`src/logic/itpsc_pkg.sv`:
```
// constants, states and the function list for the interlace-to-progressive sync control
// Function
// - after reset the block passes input video straight to the output with no memory access.
// - in pass-through only active picture samples reach the output, blanking is dropped.
// - when either stream cannot move data the block stalls instead of dropping samples.
// - an output overrun is flagged when the consumer stalls the output past 1000 cycles.
// - an input overrun is flagged when the input buffer fills because the output drains too slowly.
// - software sets raster size and method, then requests a start taken at the next frame boundary.
// - on frame sync the block raises its sync pin, an event pulse and a readable sync status.
// - while deinterlacing each input pixel yields two output pixels.
// - loss of sync is entered on a raster size mismatch, a full input buffer or an output overrun.
// - the evaluation build times out after about eight hours and forces its video output to zero.
// - motion-adaptive mode enables the memory port only at the next frame boundary seen while in sync.
// - write overflow and underflow of either read stream are told apart as three errors.
// - enable bits 11, 10 and 9 gate reporting of the three memory errors onto status bits.
package itpsc_pkg;
   localparam int  CLK_MHZ          = 100;
   localparam int  OUT_STALL_LIMIT  = 1000;
   localparam int  EVAL_HOURS       = 8;
   localparam longint EVAL_CYCLES   = longint'(EVAL_HOURS) * 3600 * CLK_MHZ * 1000000;
   localparam int  FIFO_DEPTH       = 4;
   localparam int  DIM_W            = 12;
   // error status bit positions
   localparam int  ERR_IN_OVR       = 0;
   localparam int  ERR_OUT_OVR      = 1;
   localparam int  ERR_LOS          = 2;
   localparam int  ERR_WR_OVF       = 9;
   localparam int  ERR_RD0_UDF      = 10;
   localparam int  ERR_RD1_UDF      = 11;
   localparam int  ERR_W            = 12;
   localparam logic [ERR_W-1:0] ERR_RESET = 12'h000;
   typedef enum logic [1:0] {
      ITPSC_PASS = 2'b00,
      ITPSC_ARM  = 2'b01,
      ITPSC_SYNC = 2'b11,
      ITPSC_LOS  = 2'b10
   } itpsc_state_e;
endpackage

```
`src/logic/itpsc_fifo.sv`:
```
// small flip-flop fifo with valid/ready on both sides
module itpsc_fifo
   import itpsc_pkg::*;
#(
   parameter int WIDTH = 24,
   parameter int DEPTH = FIFO_DEPTH
) (
   input  wire logic             clk_sys,
   input  wire logic             rst,
   input  wire logic             in_valid,
   output logic                  in_ready,
   input  wire logic [WIDTH-1:0] in_data,
   output logic                  out_valid,
   input  wire logic             out_ready,
   output logic      [WIDTH-1:0] out_data,
   output logic                  full
);
   localparam int AW = $clog2(DEPTH);
   logic [WIDTH-1:0] mem [DEPTH];
   logic [AW-1:0]    wr_ptr;
   logic [AW-1:0]    rd_ptr;
   logic [AW:0]      count;
   logic             push;
   logic             pop;

   // handshake terms; no push when full so nothing is lost
   assign push      = in_valid && (count != (AW+1)'(DEPTH));
   assign pop       = out_valid && out_ready;
   assign in_ready  = (count != (AW+1)'(DEPTH));
   assign full      = (count == (AW+1)'(DEPTH));
   assign out_valid = (count != '0);
   assign out_data  = mem[rd_ptr];

   // storage write
   always_ff @(posedge clk_sys) begin
      if (push) begin
         mem[wr_ptr] <= in_data;
      end
   end

   // pointers and fill level
   always_ff @(posedge clk_sys or posedge rst) begin
      if (rst) begin
         wr_ptr <= '0;
         rd_ptr <= '0;
         count  <= '0;
      end else begin
         if (push) begin
            wr_ptr <= (wr_ptr == AW'(DEPTH - 1)) ? '0 : wr_ptr + 1'b1;
         end
         if (pop) begin
            rd_ptr <= (rd_ptr == AW'(DEPTH - 1)) ? '0 : rd_ptr + 1'b1;
         end
         count <= count + (AW+1)'(push) - (AW+1)'(pop);
      end
   end
endmodule

```
`src/logic/itpsc_timer.sv`:
```
// saturating stall / lifetime counter with a terminal flag
module itpsc_timer #(
   parameter int     W     = 16,
   parameter longint LIMIT = 1000
) (
   input  wire logic clk_sys,
   input  wire logic rst,
   input  wire logic run,
   input  wire logic clear,
   output logic      expired
);
   logic [W-1:0] count;

   // counts while run, holds one past the limit; expired once count exceeds limit
   always_ff @(posedge clk_sys or posedge rst) begin
      if (rst) begin
         count   <= '0;
         expired <= 1'b0;
      end else if (clear) begin
         count   <= '0;
         expired <= 1'b0;
      end else if (run && !expired) begin
         count <= count + 1'b1;
         if (count >= W'(LIMIT)) begin
            expired <= 1'b1;
         end
      end
   end
endmodule

```
`src/logic/itpsc_top.sv`:
```
// sync control: pass-through, frame-boundary start, rate doubling and error flags
module itpsc_top
   import itpsc_pkg::*;
#(
   parameter int     DATA_W      = 24,
   parameter int     DEPTH       = FIFO_DEPTH,
   parameter bit     EVAL_BUILD  = 1'b0,
   parameter longint EVAL_LIMIT  = EVAL_CYCLES
) (
   input  wire logic              clk_sys,
   input  wire logic              rst,
   // input video stream
   input  wire logic [DATA_W-1:0] s_tdata,
   input  wire logic              s_tvalid,
   input  wire logic              s_tuser,
   input  wire logic              s_tlast,
   input  wire logic              s_active,
   output logic                   s_tready,
   // output video stream
   output logic      [DATA_W-1:0] m_tdata,
   output logic                   m_tvalid,
   output logic                   m_tuser,
   output logic                   m_tlast,
   input  wire logic              m_tready,
   // control from the register file
   input  wire logic [DIM_W-1:0]  cfg_width,
   input  wire logic [DIM_W-1:0]  cfg_height,
   input  wire logic              cfg_motion,
   input  wire logic              cfg_start,
   input  wire logic [ERR_W-1:0]  cfg_irq_en,
   input  wire logic [ERR_W-1:0]  err_clear,
   // memory-side error events
   input  wire logic              mem_wr_ovf,
   input  wire logic              mem_rd0_udf,
   input  wire logic              mem_rd1_udf,
   // status
   output logic                   sync_pin,
   output logic                   sync_status,
   output logic                   sync_event,
   output logic                   mem_port_en,
   output logic      [ERR_W-1:0]  err_status,
   output logic                   irq
);
   itpsc_state_e   state;
   logic           start_pend;
   logic           motion_pend;
   logic           frame_start;
   logic           in_push;
   logic           fifo_in_ready;
   logic           fifo_out_valid;
   logic           fifo_full;
   logic [DATA_W+1:0] fifo_out;
   logic           dbl_phase;
   logic           take;
   logic           out_stalled;
   logic           out_ovr;
   logic           eval_dead;
   logic [DIM_W-1:0] col_cnt;
   logic [DIM_W-1:0] row_cnt;
   logic           dim_bad;
   logic [ERR_W-1:0] err_set;
   // bookkeeping shared by the raster check, the sequencer and the flags
   logic           in_taken;
   logic [DIM_W-1:0] line_len;
   logic           sync_hit;
   logic           lose_sync;
   logic [ERR_W-1:0] next_err_status;

   // only active samples enter the buffer; blanking is dropped
   assign in_push     = s_tvalid && s_active;
   assign s_tready    = fifo_in_ready || !s_active;
   assign in_taken    = in_push && fifo_in_ready;
   assign frame_start = in_taken && s_tuser;

   itpsc_fifo #(
      .WIDTH (DATA_W + 2),
      .DEPTH (DEPTH)
   ) u_fifo (
      .clk_sys   (clk_sys),
      .rst       (rst),
      .in_valid  (in_push),
      .in_ready  (fifo_in_ready),
      .in_data   ({s_tuser, s_tlast, s_tdata}),
      .out_valid (fifo_out_valid),
      .out_ready (take),
      .out_data  (fifo_out),
      .full      (fifo_full)
   );

   // output register free when empty or being taken
   logic out_free;
   assign out_free = !m_tvalid || m_tready;
   // in sync each word goes out twice before the buffer advances
   assign take = fifo_out_valid && out_free && (state != ITPSC_SYNC || dbl_phase);

   // output stage; stalls rather than drops when downstream is not ready
   always_ff @(posedge clk_sys or posedge rst) begin
      if (rst) begin
         m_tdata   <= '0;
         m_tvalid  <= 1'b0;
         m_tuser   <= 1'b0;
         m_tlast   <= 1'b0;
         dbl_phase <= 1'b0;
      end else if (out_free) begin
         m_tvalid <= fifo_out_valid;
         m_tdata  <= eval_dead ? '0 : fifo_out[DATA_W-1:0];
         m_tuser  <= fifo_out[DATA_W+1] && !dbl_phase;
         m_tlast  <= fifo_out[DATA_W] && (state != ITPSC_SYNC || dbl_phase);
         if (fifo_out_valid && state == ITPSC_SYNC) begin
            dbl_phase <= !dbl_phase;
         end else begin
            dbl_phase <= 1'b0;
         end
      end
   end

   // output stall watchdog
   assign out_stalled = m_tvalid && !m_tready;
   itpsc_timer #(
      .W     (11),
      .LIMIT (OUT_STALL_LIMIT)
   ) u_stall (
      .clk_sys (clk_sys),
      .rst     (rst),
      .run     (out_stalled),
      .clear   (!out_stalled),
      .expired (out_ovr)
   );

   // lifetime counter for the evaluation build
   logic eval_exp;
   itpsc_timer #(
      .W     (48),
      .LIMIT (EVAL_LIMIT)
   ) u_eval (
      .clk_sys (clk_sys),
      .rst     (rst),
      .run     (EVAL_BUILD),
      .clear   (1'b0),
      .expired (eval_exp)
   );
   assign eval_dead = EVAL_BUILD && eval_exp;

   // raster position of the incoming active samples
   always_ff @(posedge clk_sys or posedge rst) begin
      if (rst) begin
         col_cnt <= '0;
         row_cnt <= '0;
      end else if (in_taken) begin
         if (s_tlast) begin
            col_cnt <= '0;
            row_cnt <= (s_tuser ? '0 : row_cnt) + 1'b1;
         end else if (s_tuser) begin
            col_cnt <= DIM_W'(1);
            row_cnt <= '0;
         end else begin
            col_cnt <= col_cnt + 1'b1;
         end
      end
   end

   // length of the line that the current sample closes
   assign line_len = s_tuser ? DIM_W'(1) : col_cnt + 1'b1;

   // size mismatch pulse; frame height is judged only once in sync, so a
   // partial frame seen before the start cannot knock the fresh sync down
   always_ff @(posedge clk_sys or posedge rst) begin
      if (rst) begin
         dim_bad <= 1'b0;
      end else if (in_taken && s_tlast && (line_len != cfg_width)) begin
         dim_bad <= 1'b1;
      end else if (in_taken && s_tuser && (state == ITPSC_SYNC)) begin
         dim_bad <= (row_cnt != cfg_height);
      end else begin
         dim_bad <= 1'b0;
      end
   end

   // sync is won on a frame's first sample, lost on a size fault, a full buffer or an output overrun
   assign sync_hit  = (state == ITPSC_ARM) && frame_start;
   assign lose_sync = (state == ITPSC_SYNC) && (dim_bad || fifo_full || out_ovr);

   // mode sequencer: a start only takes effect at a frame boundary
   always_ff @(posedge clk_sys or posedge rst) begin
      if (rst) begin
         state <= ITPSC_PASS;
      end else begin
         case (state)
            ITPSC_PASS: begin
               if (cfg_start || start_pend) begin
                  state <= ITPSC_ARM;
               end
            end
            ITPSC_ARM: begin
               if (frame_start) begin
                  state <= ITPSC_SYNC;
               end
            end
            ITPSC_SYNC: begin
               if (lose_sync) begin
                  state <= ITPSC_LOS;
               end
            end
            ITPSC_LOS: begin
               // recover by re-arming in the next cycle; sync returns on the next frame start
               state <= ITPSC_ARM;
            end
            default: begin
               state <= ITPSC_PASS;
            end
         endcase
      end
   end

   // start request held until the frame boundary that honours it
   always_ff @(posedge clk_sys or posedge rst) begin
      if (rst) begin
         start_pend <= 1'b0;
      end else if (sync_hit) begin
         start_pend <= 1'b0;
      end else if (cfg_start) begin
         start_pend <= 1'b1;
      end
   end

   // sync level on the pin and in the status, dropped on loss of sync
   always_ff @(posedge clk_sys or posedge rst) begin
      if (rst) begin
         sync_pin    <= 1'b0;
         sync_status <= 1'b0;
      end else if (sync_hit) begin
         sync_pin    <= 1'b1;
         sync_status <= 1'b1;
      end else if (lose_sync) begin
         sync_pin    <= 1'b0;
         sync_status <= 1'b0;
      end
   end

   // one-cycle sync event for the interrupt logic outside
   always_ff @(posedge clk_sys or posedge rst) begin
      if (rst) begin
         sync_event <= 1'b0;
      end else begin
         sync_event <= sync_hit;
      end
   end

   // motion mode change waits for a frame boundary while in sync;
   // the memory port is dropped at once on loss of sync
   always_ff @(posedge clk_sys or posedge rst) begin
      if (rst) begin
         motion_pend <= 1'b0;
         mem_port_en <= 1'b0;
      end else begin
         if (cfg_motion != mem_port_en) begin
            motion_pend <= 1'b1;
         end
         if ((state == ITPSC_SYNC) && frame_start && motion_pend) begin
            mem_port_en <= cfg_motion;
            motion_pend <= 1'b0;
         end
         if (lose_sync) begin
            mem_port_en <= 1'b0;
         end
      end
   end

   // error events of this cycle
   always_comb begin
      err_set              = '0;
      err_set[ERR_IN_OVR]  = in_push && fifo_full && out_stalled;
      err_set[ERR_OUT_OVR] = out_ovr;
      err_set[ERR_LOS]     = lose_sync;
      err_set[ERR_WR_OVF]  = mem_wr_ovf && cfg_irq_en[ERR_WR_OVF];
      err_set[ERR_RD0_UDF] = mem_rd0_udf && cfg_irq_en[ERR_RD0_UDF];
      err_set[ERR_RD1_UDF] = mem_rd1_udf && cfg_irq_en[ERR_RD1_UDF];
   end

   // next flag word; a set in the same cycle as its clear wins
   assign next_err_status = (err_status & ~err_clear) | err_set;

   // sticky error flags
   always_ff @(posedge clk_sys or posedge rst) begin
      if (rst) begin
         err_status <= ERR_RESET;
      end else begin
         err_status <= next_err_status;
      end
   end

   // interrupt from the enabled flags, stored in the same cycle as they are
   always_ff @(posedge clk_sys or posedge rst) begin
      if (rst) begin
         irq <= 1'b0;
      end else begin
         irq <= |(next_err_status & cfg_irq_en);
      end
   end
endmodule

```
`config.mk`:
```
export PLATFORM = sky130hd
export DESIGN_NAME = itpsc_top
export DESIGN_NICKNAME = d
export VERILOG_FILES = /design/src/logic/itpsc_pkg.sv /design/src/logic/itpsc_fifo.sv /design/src/logic/itpsc_timer.sv /design/src/logic/itpsc_top.sv
export SDC_FILE = /design/constraint.sdc
export NUM_CORES = 1
export LEC_CHECK = 0
export BUFFER_PORTS_ARGS = -buffer_cell sky130_fd_sc_hd__buf_2
export CAP_MARGIN = 20
export CORE_ASPECT_RATIO = 0.7
export CORE_UTILIZATION = 36
export DETAILED_ROUTE_END_ITERATION = 10
export PLACE_DENSITY = 0.6
export REMOVE_ABC_BUFFERS = 1
export SLEW_MARGIN = 10
export SYNTH_ARGS = -nofsm -noshare
export SYNTH_HDL_FRONTEND = slang
export SYNTH_SLANG_ARGS = --single-unit
```
`constraint.sdc`:
```
create_clock -name clk_sys -period 2.86 [get_ports clk_sys]
set_input_delay 0.143 -clock clk_sys [delete_from_list [all_inputs] [get_ports clk_sys]]
set_output_delay 0.143 -clock clk_sys [all_outputs]
set_load 0.005 [all_outputs]
```
==> impl_metrics.csv, run 1 <==
group,metric,value,unit
timing,whs,0.0906,ns
power_and_ir_drop,comb_power_share,23.6,%
power_and_ir_drop,p_sw,2410,uW
logic_synthesis,synthFlopType,"edfxtp_1",
logic_synthesis,yosysSeqAreaShare,63.9,%
clock_network,cts_tree,"yes",
critical_path,slowest_stage,"or3_1",
global_route,grt_max_degree,56,
route,vias_per_cell,4.87,
route,first_pass_iters,5,
logic_synthesis,async_reset_ff_share,46.9,%
timing,hold_viol_final,0,
critical_path,cpPeakStageDelay,0.51,ns
final_layout,syn_to_final_growth,23.9,%
power_and_ir_drop,p_leak,0.00426,uW
placement,place_inst,1076,
route,postRouteWirelength,18.7,mm
global_route,grt_usage,16.0,%
logic_synthesis,synth_seq_cells,196,
timing,fin_skew,0.00913,ns
clock_network,cts_buffers,17,
global_route,grt_pass1_vias,5291,
timing,drv_slew,0,
power_and_ir_drop,switching_share,29.8,%
placement,placedInstanceArea,0.00951,sq mm
logic_synthesis,synth_top_area_cell,"edfxtp_1",
route,wl_per_cell,16.2,um
critical_path,worstPathCellList,"nand3_1, or3_1, a21oi_1, o2111ai_1, a311oi_2, a41oi_2",
final_layout,nets,924,
timing,worstMarginPinSlew,0.828,ns
min_path,min_path_cells,3,
power_and_ir_drop,ir_worst_vdd,509,uV
logic_synthesis,synth.area.top_cells,"edfxtp_1 37%, dfrtp_1 27%, mux4_2 6.9%",
clock_network,clock_latency,0.43,ns
logic_synthesis,avgSynthCellArea,12.9,sq um
timing,rsz0062_at_grt,"false",
placement,dp_hpwl,12.3,mm
final_layout,drive_above_1_share,25.7,%
logic_synthesis,synth_warnings,0,
logic_synthesis,syn_area,0.00850,sq mm
logic_synthesis,synth_edf_count,104,
clock_network,post-cts-setup-buffers,0,
timing,setup_viol,0,
power_and_ir_drop,power.density,770,mW/mm^2
critical_path,crit_cells,6,
critical_path,reg2reg_slack,0.56,ns
clock_network,numClockSinks,196,
die,rows,46,
die,core-area,0.0229,sq mm
power_and_ir_drop,p_clk_share,28.7,%
outcome,status,"finished, final reports clean",
critical_path,startpoint_type,"flip-flop",
timing,slew_headroom,44.8,%
clock_network,cts_resized,0,
critical_path,cp-end-kind,"flip-flop",
placement,io_buffers,128,
route,drt-initial-drc-count,369,
route,ant_nets,0,
logic_synthesis,yosysMostFrequentCell,"nand2_1",
die,fp.dieH,131,um
power_and_ir_drop,internal_power,5700,uW
min_path,min_path_type,"in2reg",
final_layout,stdcell_area,0.0105,sq mm
critical_path,reg2regPathDepth,6,
global_route,antenna_found_initial,2,
global_route,grt_pass1_wl,29.2,mm
placement,gp_congestion,0.797,
clock_network,cts_buffer_depth,2,
route,drcViolationCount,0,
timing,post-route-period-util,80.5,%
power_and_ir_drop,finalPower,8110,uW
die,die-area,0.0242,sq mm
final_layout,instances_no_fill,1153,
logic_synthesis,ys_types,58,
die,die_w,186,um
job,drv_cap,0,
timing,setup_tns,0,ns
clock_network,htree_levels,4,
clock_network,cts_root_buf,"clkbuf_16",
die,ioPinCount,129,
logic_synthesis,synth_top_cell_area_share,36.8,%
critical_path,crit_family,"simple AND/OR/NAND/NOR gates",
timing,min_period,2.30,ns
global_route,grt-ovfl-total,0,
clock_network,clk_pin_slew,0.07,ns
timing,max_freq,0.434,GHz
power_and_ir_drop,p_seq_share,47.6,%
critical_path,cp.buffers_inverters,0,
critical_path,critPathMaxFanout,11,
critical_path,crit_required,3.14,ns
critical_path,criticalPathCategory,"reg2reg",
clock_network,cts_hold_buf,44,
critical_path,crit_arrival,2.59,ns
die,start_util,37.1,%
route,vias,5619,
logic_synthesis,synthCells,657,
logic_synthesis,yosys-top-cells-count,"112 x nand2_1, 104 x edfxtp_1, 92 x dfrtp_1, 38 x o21ai_0, 30 x nor2_1",
==> per-layer routing <==
layer | global-route usage [%] | share of wire [%] | up-vias
met1 | 23.9 | 52 | 2740
li1 | - | - | 2719
met2 | 23.2 | 42 | 144
met5 | 0 | 0.070 | -
met4 | 3.95 | 0.78 | 2
met3 | 3.94 | 5.5 | 14
==> sequential cells by signal, summed over array words and instances, names as in the netlist <==
signal,count
row_cnt,12
m_tlast,1
m_tdata,24
m_tuser,1
err_status,12
sync_status,1
u_stall.count,11
motion_pend,1
u_fifo.count,3
u_stall.expired,1
sync_event,1
u_fifo.rd_ptr,2
dbl_phase,1
col_cnt,12
state,2
u_fifo.wr_ptr,2
mem_port_en,1
irq,1
dim_bad,1
m_tvalid,1
u_fifo.mem,104
start_pend,1
==> worst register-to-register path, cell delays in order, from the launching register on <==
cell and delay (ns):
dfrtp_1 0.46, nand3_1 0.34, or3_1 0.51, a21oi_1 0.18, o2111ai_1 0.16, a311oi_2 0.36
a41oi_2 0.14
==> through the flow <==
step                setup slack [ns]  utilization, %
floorplan                     -0.161               -
global placement               0.660            41.5
detailed placement             0.585            41.5
CTS                            0.570            45.9
global route                   0.354            45.9
finish                         0.557            46.0
==> cell usage in the layout, fill, tap and decap left out, types with 5 or more instances in the layout <==
cell type	instances
buf_4	9
xnor2_1	24
a21oi_1	15
and3_1	6
mux4_2	26
xor2_1	16
nand2_1	112
o21ai_0	38
ha_1	12
nor2b_1	14
dlygate4sd3_1	44
or3_1	10
edfxtp_1	104
nor3_1	11
nand4_1	17
buf_2	128
nand3_1	10
inv_6	5
clkbuf_16	17
dfrtp_1	91
inv_1	16
nor2_1	30
o31ai_1	6
==> final cells by class <==
class	instances	area (sq um)
Multi-Input combinational cell	411	2870
Sequential cell	196	5430
Timing Repair Buffer	183	1190
Clock buffer	18	429
Fill cell	2113	12400
Antenna cell	1	2.50
Inverter	18	70.1
Clock inverter	14	145
Tap cell	312	390
==> path summary, 6_finish.rpt <==
check                              from       endpoint
setup / recovery             col_cnt[2]        dim_bad
hold / removal             cfg_width[9]        dim_bad
setup reg to reg             col_cnt[2]        dim_bad
hold reg to reg             m_tdata[22]    m_tdata[22]
max in group asynchronous           rst     col_cnt[0]
min in group asynchronous           rst  err_status[6]
==> power by group through the flow <==
stage          Combinational (uW)  Clock (uW)  Sequential (uW)
2_1_floorplan                1110           0             3920
3_3_place_gp                 1890           0             3920
3_5_place_dp                 1900           0             3930
4_1_cts                      1960        2370             3880
5_1_grt                      2190        2490             3950
6_report                     1920        2330             3860
==> cells by family after synthesis <==
group	count (synthesis)	share of synthesized area, %
AO/OA/AOI/OAI	93	7.00
XOR/XNOR	40	4.12
adder cells (fa/ha/maj)	13	2.00
buffers and inverters	50	2.49
flip-flops	196	63.9
multiplexers	30	7.39
AND/OR/NAND/NOR	235	13.1
(Power assumes the default switching activity.)
==> run 2: changes to the inputs <==
==> constraint.sdc (replaced) <==
create_clock -name clk_sys -period 2.2 [get_ports clk_sys]
set_input_delay 0.11 -clock clk_sys [delete_from_list [all_inputs] [get_ports clk_sys]]
set_output_delay 0.11 -clock clk_sys [all_outputs]
set_load 0.005 [all_outputs]
==> impl_metrics.csv, run 2 (synthesis results as in run 1) <==
group,metric,value,unit
outcome,status,"finished, final reports clean",
clock_network,cts_root_buf,"clkbuf_16",
die,die_w,186,um
die,ioPinCount,129,
final_layout,fillCellCount,2093,
critical_path,criticalPathCategory,"reg2reg",
power_and_ir_drop,p_seq_share,44.9,%
min_path,min_path_type,"in2reg",
critical_path,critPathMaxFanout,7,
final_layout,diodes,0,
power_and_ir_drop,p_clk_share,29.6,%
die,die-area,0.0242,sq mm
route,vias,5708,
timing,rsz0062_at_grt,"false",
die,rows,46,
route,wl_per_cell,16.3,um
route,ant_nets,0,
timing,hold_viol_final,0,
timing,setup_viol,0,
global_route,grt_pass1_wl,30.2,mm
timing,fin_skew,0.0168,ns
timing,drv_slew,0,
clock_network,htree_levels,4,
global_route,grt-ovfl-total,0,
timing,worstMarginPinSlew,0.610,ns
final_layout,top_register,"u_fifo.mem",
power_and_ir_drop,power.density,1010,mW/mm^2
timing,slew_headroom,59.0,%
global_route,grt_pass1_vias,5661,
critical_path,crit_required,2.50,ns
critical_path,startpoint_type,"flip-flop",
placement,gp_congestion,0.843,
final_layout,nets,946,
placement,dp_hpwl,13.0,mm
timing,max_freq,0.489,GHz
final_layout,layout_common_cells,"128 x buf_2, 112 x nand2_1, 104 x edfxtp_1",
clock_network,cts_tree,"yes",
critical_path,crit_arrival,2.34,ns
final_layout,largest_reg_flops,104,
global_route,grt_usage,16.5,%
route,drt-initial-drc-count,318,
final_layout,drive_above_1_share,28.1,%
job,drv_cap,0,
clock_network,clock_latency,0.43,ns
critical_path,cpPeakStageDelay,0.46,ns
timing,setup_tns,0,ns
power_and_ir_drop,p_sw,3270,uW
critical_path,crit_family,"compound AO/OA/AOI/OAI gates",
route,first_pass_iters,4,
power_and_ir_drop,internal_power,7700,uW
placement,io_buffers,128,
die,fp.dieH,131,um
die,start_util,37.1,%
power_and_ir_drop,ir_worst_vdd,611,uV
route,drcViolationCount,0,
placement,dpl_worst_slack,0.0955,ns
final_layout,final_common_cell,"buf_2",
clock_network,cts_buffer_depth,2,
timing,min_period,2.05,ns
final_layout,largest_registers,"u_fifo.mem: 104 flops, m_tdata: 24 flops",
power_and_ir_drop,p_leak,0.00442,uW
route,vias_per_cell,4.86,
global_route,antenna_found_initial,1,
timing,timing.final.ws_setup,0.153,ns
global_route,grt_max_degree,44,
critical_path,slowest_stage,"dfrtp_2",
final_layout,syn_to_final_growth,27.4,%
timing,post-route-period-util,93.0,%
power_and_ir_drop,switching_share,29.8,%
critical_path,crit_top_cell,"or3_1",
clock_network,clk_pin_slew,0.08,ns
clock_network,numClockSinks,196,
critical_path,worstPathCellList,"ha_1, inv_1, or3_1, a41oi_1, or3_1, a311oi_2, a41oi_2",
power_and_ir_drop,comb_power_share,25.6,%
clock_network,cts_buffers,17,
critical_path,cp-end-kind,"flip-flop",
critical_path,cp.buffers_inverters,1,
die,core-area,0.0229,sq mm
route,postRouteWirelength,19.2,mm
==> run 2: cell count changes in the layout (fill, tap and decap cells not counted), moves of 2 or more <==
cell / delta
buf_12: +6
inv_8: +3
clkinvlp_4: -3
nor3_2: +2
nor3_1: -2
buf_4: +15
clkinv_4: -2
==> run 2: per-layer routing <==
metal | share of wire (%) | track usage, % | vias up | wire length [um]
met5 | 0.057 | 0 | - | 11
met4 | 0.50 | 4.00 | 2 | 95
met3 | 5.9 | 4.68 | 10 | 1140
met2 | 44 | 24.8 | 153 | 8390
met1 | 50 | 23.6 | 2781 | 9520
li1 | - | - | 2762 | -
==> run 2: cell type report <==
type	count	area [sq um]	share of cell area, %
sequential	196	5430	50.1
multi-input combinational	411	2890	26.7
timing repair buffer	205	1430	13.2
clock buffer	18	429	3.96
tap	312	390	3.61
clock inverter	14	185	1.71
inverter	18	70.1	0.647
==> run 2: path summary, 6_finish.rpt <==
kind	depth (start not counted)	to	slack [ns]	from
worst min-delay path	3	err_status[0]	0.05	s_tvalid
min in group asynchronous	3	mem_port_en	0.21	rst
worst min register to register	2	m_tdata[3]	0.46	m_tdata[3]
worst max-delay path	7	dim_bad	0.15	col_cnt[0]
worst max register to register	7	dim_bad	0.15	col_cnt[0]
max in group asynchronous	4	err_status[8]	1.33	rst
==> run 2: timing repair <==
item                                   4_1_cts  5_1_grt
buffers inserted                             0        0
setup endpoints to repair                    0        2
hold buffers                                45        0
endpoints found under the hold margin      138        0
gates resized for setup                      0        5
==> run 2: worst min-delay path, delay by kind of cell <==
family	cells	cell delay, ns
AOI/OAI and AO/OA	1	0.14
buffers and inverters	1	0.09
and+or+nand+nor	1	0.07
==> run 2: metrics by stage <==
| stage | power, uW | instance area [sq um] | hold WS [ns] | util (%) | std cells |
|---|---|---|---|---|---|
| after floorplan | 6540 | 8350 | 0.186 | - | 625 |
| after global placement | 7730 | 9740 | 0.119 | 42.5 | 1097 |
| after detailed placement | 7780 | 9740 | 0.118 | 42.5 | 1097 |
| after CTS | 11100 | 10800 | 0.0163 | 47.2 | 1174 |
| after global routing | 11600 | 10800 | 0.0310 | 47.3 | 1174 |
| final | 11000 | 10800 | 0.0510 | 47.3 | 1174 |
==> run 2: power groups by stage <==
stage | clock (uW) | combinational, uW | sequential, uW
detailed placement | 0 | 2790 | 4990
global route | 3470 | 3140 | 5000
finish | 3240 | 2800 | 4920
floorplan | 0 | 1440 | 5090
CTS | 3340 | 2860 | 4920
global placement | 0 | 2750 | 4980
==> run 3: changes to the inputs <==
--- a/config.mk
+++ b/config.mk
@@ -7,10 +7,9 @@
 export LEC_CHECK = 0
 export BUFFER_PORTS_ARGS = -buffer_cell sky130_fd_sc_hd__buf_2
 export CAP_MARGIN = 20
-export CORE_ASPECT_RATIO = 0.7
 export CORE_UTILIZATION = 36
 export DETAILED_ROUTE_END_ITERATION = 10
-export PLACE_DENSITY = 0.6
+export PLACE_DENSITY_LB_ADDON = 0.2
 export REMOVE_ABC_BUFFERS = 1
 export SLEW_MARGIN = 10
 export SYNTH_ARGS = -nofsm -noshare
==> impl_metrics.csv, run 3 (synthesis results as in run 1) <==
group,metric,value,unit
power_and_ir_drop,p_sw,3380,uW
timing,slew_headroom,47.7,%
clock_network,cts_buffer_depth,2,
die,fp.dieH,156,um
critical_path,criticalPathCategory,"reg2reg",
placement,io_buffers,128,
global_route,grt_pass1_vias,5995,
min_path,min_path_type,"in2reg",
final_layout,diodes,0,
power_and_ir_drop,p_seq_share,45.2,%
critical_path,cpPeakStageDelay,0.43,ns
final_layout,largest_registers,"u_fifo.mem: 104 flops, m_tdata: 24 flops",
final_layout,stdcell_area,0.0108,sq mm
critical_path,slowest_stage,"dfrtp_1",
clock_network,cts_tree,"yes",
final_layout,nets,945,
power_and_ir_drop,power.density,1010,mW/mm^2
power_and_ir_drop,switching_share,31.1,%
job,drv_cap,0,
die,start_util,37.1,%
route,vias,5812,
global_route,grt_max_degree,64,
final_layout,largest_reg_flops,104,
final_layout,layout_common_cells,"128 x buf_2, 112 x nand2_1, 104 x edfxtp_1",
critical_path,cp.buffers_inverters,1,
critical_path,cp-end-kind,"flip-flop",
route,drcViolationCount,0,
placement,placedInstanceArea,0.00970,sq mm
timing,post-route-period-util,94.3,%
power_and_ir_drop,internal_power,7510,uW
die,rows,55,
clock_network,clock_latency,0.44,ns
critical_path,crit_required,2.55,ns
placement,gp_congestion,0.835,
timing,rsz0062_at_grt,"false",
route,vias_per_cell,4.95,
timing,drv_slew,0,
final_layout,final_common_cell,"buf_2",
global_route,grt_usage,16.2,%
route,first_pass_iters,4,
final_layout,top_register,"u_fifo.mem",
clock_network,clk_pin_slew,0.08,ns
die,die-area,0.0242,sq mm
power_and_ir_drop,comb_power_share,25.5,%
critical_path,reg2regPathDepth,9,
clock_network,numClockSinks,196,
timing,hold_viol_final,0,
die,die_w,156,um
final_layout,syn_to_final_growth,27.1,%
power_and_ir_drop,ir_worst_vdd,597,uV
placement,dp_hpwl,12.5,mm
timing,worstMarginPinSlew,0.785,ns
clock_network,cts_buffers,17,
die,ioPinCount,129,
timing,min_period,2.07,ns
critical_path,startpoint_type,"flip-flop",
critical_path,crit_family,"adder cells",
critical_path,crit_top_cell,"ha_1",
critical_path,worstPathCellList,"nand2_1, nor2_1, nor3_1, ha_1, inv_1, ha_1, fa_1, xor2_1, xnor2_1",
route,drt-initial-drc-count,321,
die,core-area,0.0229,sq mm
timing,max_freq,0.482,GHz
clock_network,post-cts-setup-buffers,0,
clock_network,htree_levels,4,
final_layout,instances_no_fill,1174,
route,ant_nets,0,
power_and_ir_drop,p_clk_share,29.4,%
timing,fin_skew,0.00788,ns
min_path,min_path_cells,4,
clock_network,cts_root_buf,"clkbuf_16",
power_and_ir_drop,p_leak,0.00440,uW
route,wl_per_cell,15.9,um
timing,setup_viol,0,
global_route,antenna_found_initial,0,
critical_path,crit_cells,9,
outcome,status,"finished, final reports clean",
critical_path,critPathMaxFanout,5,
critical_path,crit_arrival,2.43,ns
final_layout,drive_above_1_share,27.4,%
global_route,grt_pass1_wl,30.2,mm
placement,place_inst,1096,
route,postRouteWirelength,18.7,mm
global_route,grt-ovfl-total,0,
[run 3: worst paths after layout]
check | slack (ns) | from | to
min in group asynchronous | 0.24 | rst | m_tdata[3]
worst max register to register | 0.13 | state[1] | u_fifo.count[2]
worst max-delay path | 0.13 | state[1] | u_fifo.count[2]
worst min-delay path | 0.03 | cfg_irq_en[10] | irq
max in group asynchronous | 1.26 | rst | col_cnt[1]
worst min register to register | 0.46 | m_tdata[19] | m_tdata[19]
[run 3: per-layer routing]
layer,vias up,global-route usage (%),part of all wire [%]
met4,0,4.53,0.47
li1,2758,-,-
met3,10,3.47,3.6
met2,124,28.9,52
met1,2920,19.8,44
met5,-,0,0
[run 3: power by group through the flow]
stage,Combinational (uW),Sequential (uW),Clock [uW]
after floorplan,1440,5090,0
after global placement,2700,4960,0
after detailed placement,2760,5000,0
after CTS,2850,4920,3280
after global routing,3100,5000,3430
final,2770,4920,3200
[run 3: stage by stage]
step	setup TNS [ns]	setup slack, ns	utilization (%)	power [uW]	hold slack (ns)
3_5_place_dp	0	0.0885	42.3	7760	0.142
3_3_place_gp	0	0.190	42.3	7660	0.130
5_1_grt	0	0.00986	47.1	11500	0.0468
4_1_cts	0	0.0703	47.1	11000	0.00796
6_report	0	0.126	47.1	10900	0.0251
2_1_floorplan	-40.99	-0.821	-	6540	0.186
[run 3: worst reg2reg max path, stage by stage (launching register included)]
cell and delay [ns]:
dfrtp_1 0.43, nand2_1 0.11, nor2_1 0.06, nor3_1 0.26, ha_1 0.20, inv_1 0.04
ha_1 0.18, fa_1 0.37, xor2_1 0.19, xnor2_1 0.16
[run 3: repair_timing]
action / CTS / global route
gates resized for setup: 0 / 3
setup endpoints to repair: 0 / 2
endpoints found under the hold margin: 141 / 0
hold buffers: 46 / 0
[run 3: cell type report]
type	instances	area, sq um
sequential	196	5430
clock inverter	15	209
timing repair buffer	204	1400
tap	313	392
clock buffer	17	425
inverter	18	70.1
fill	2036	12100
multi-input combinational	411	2880
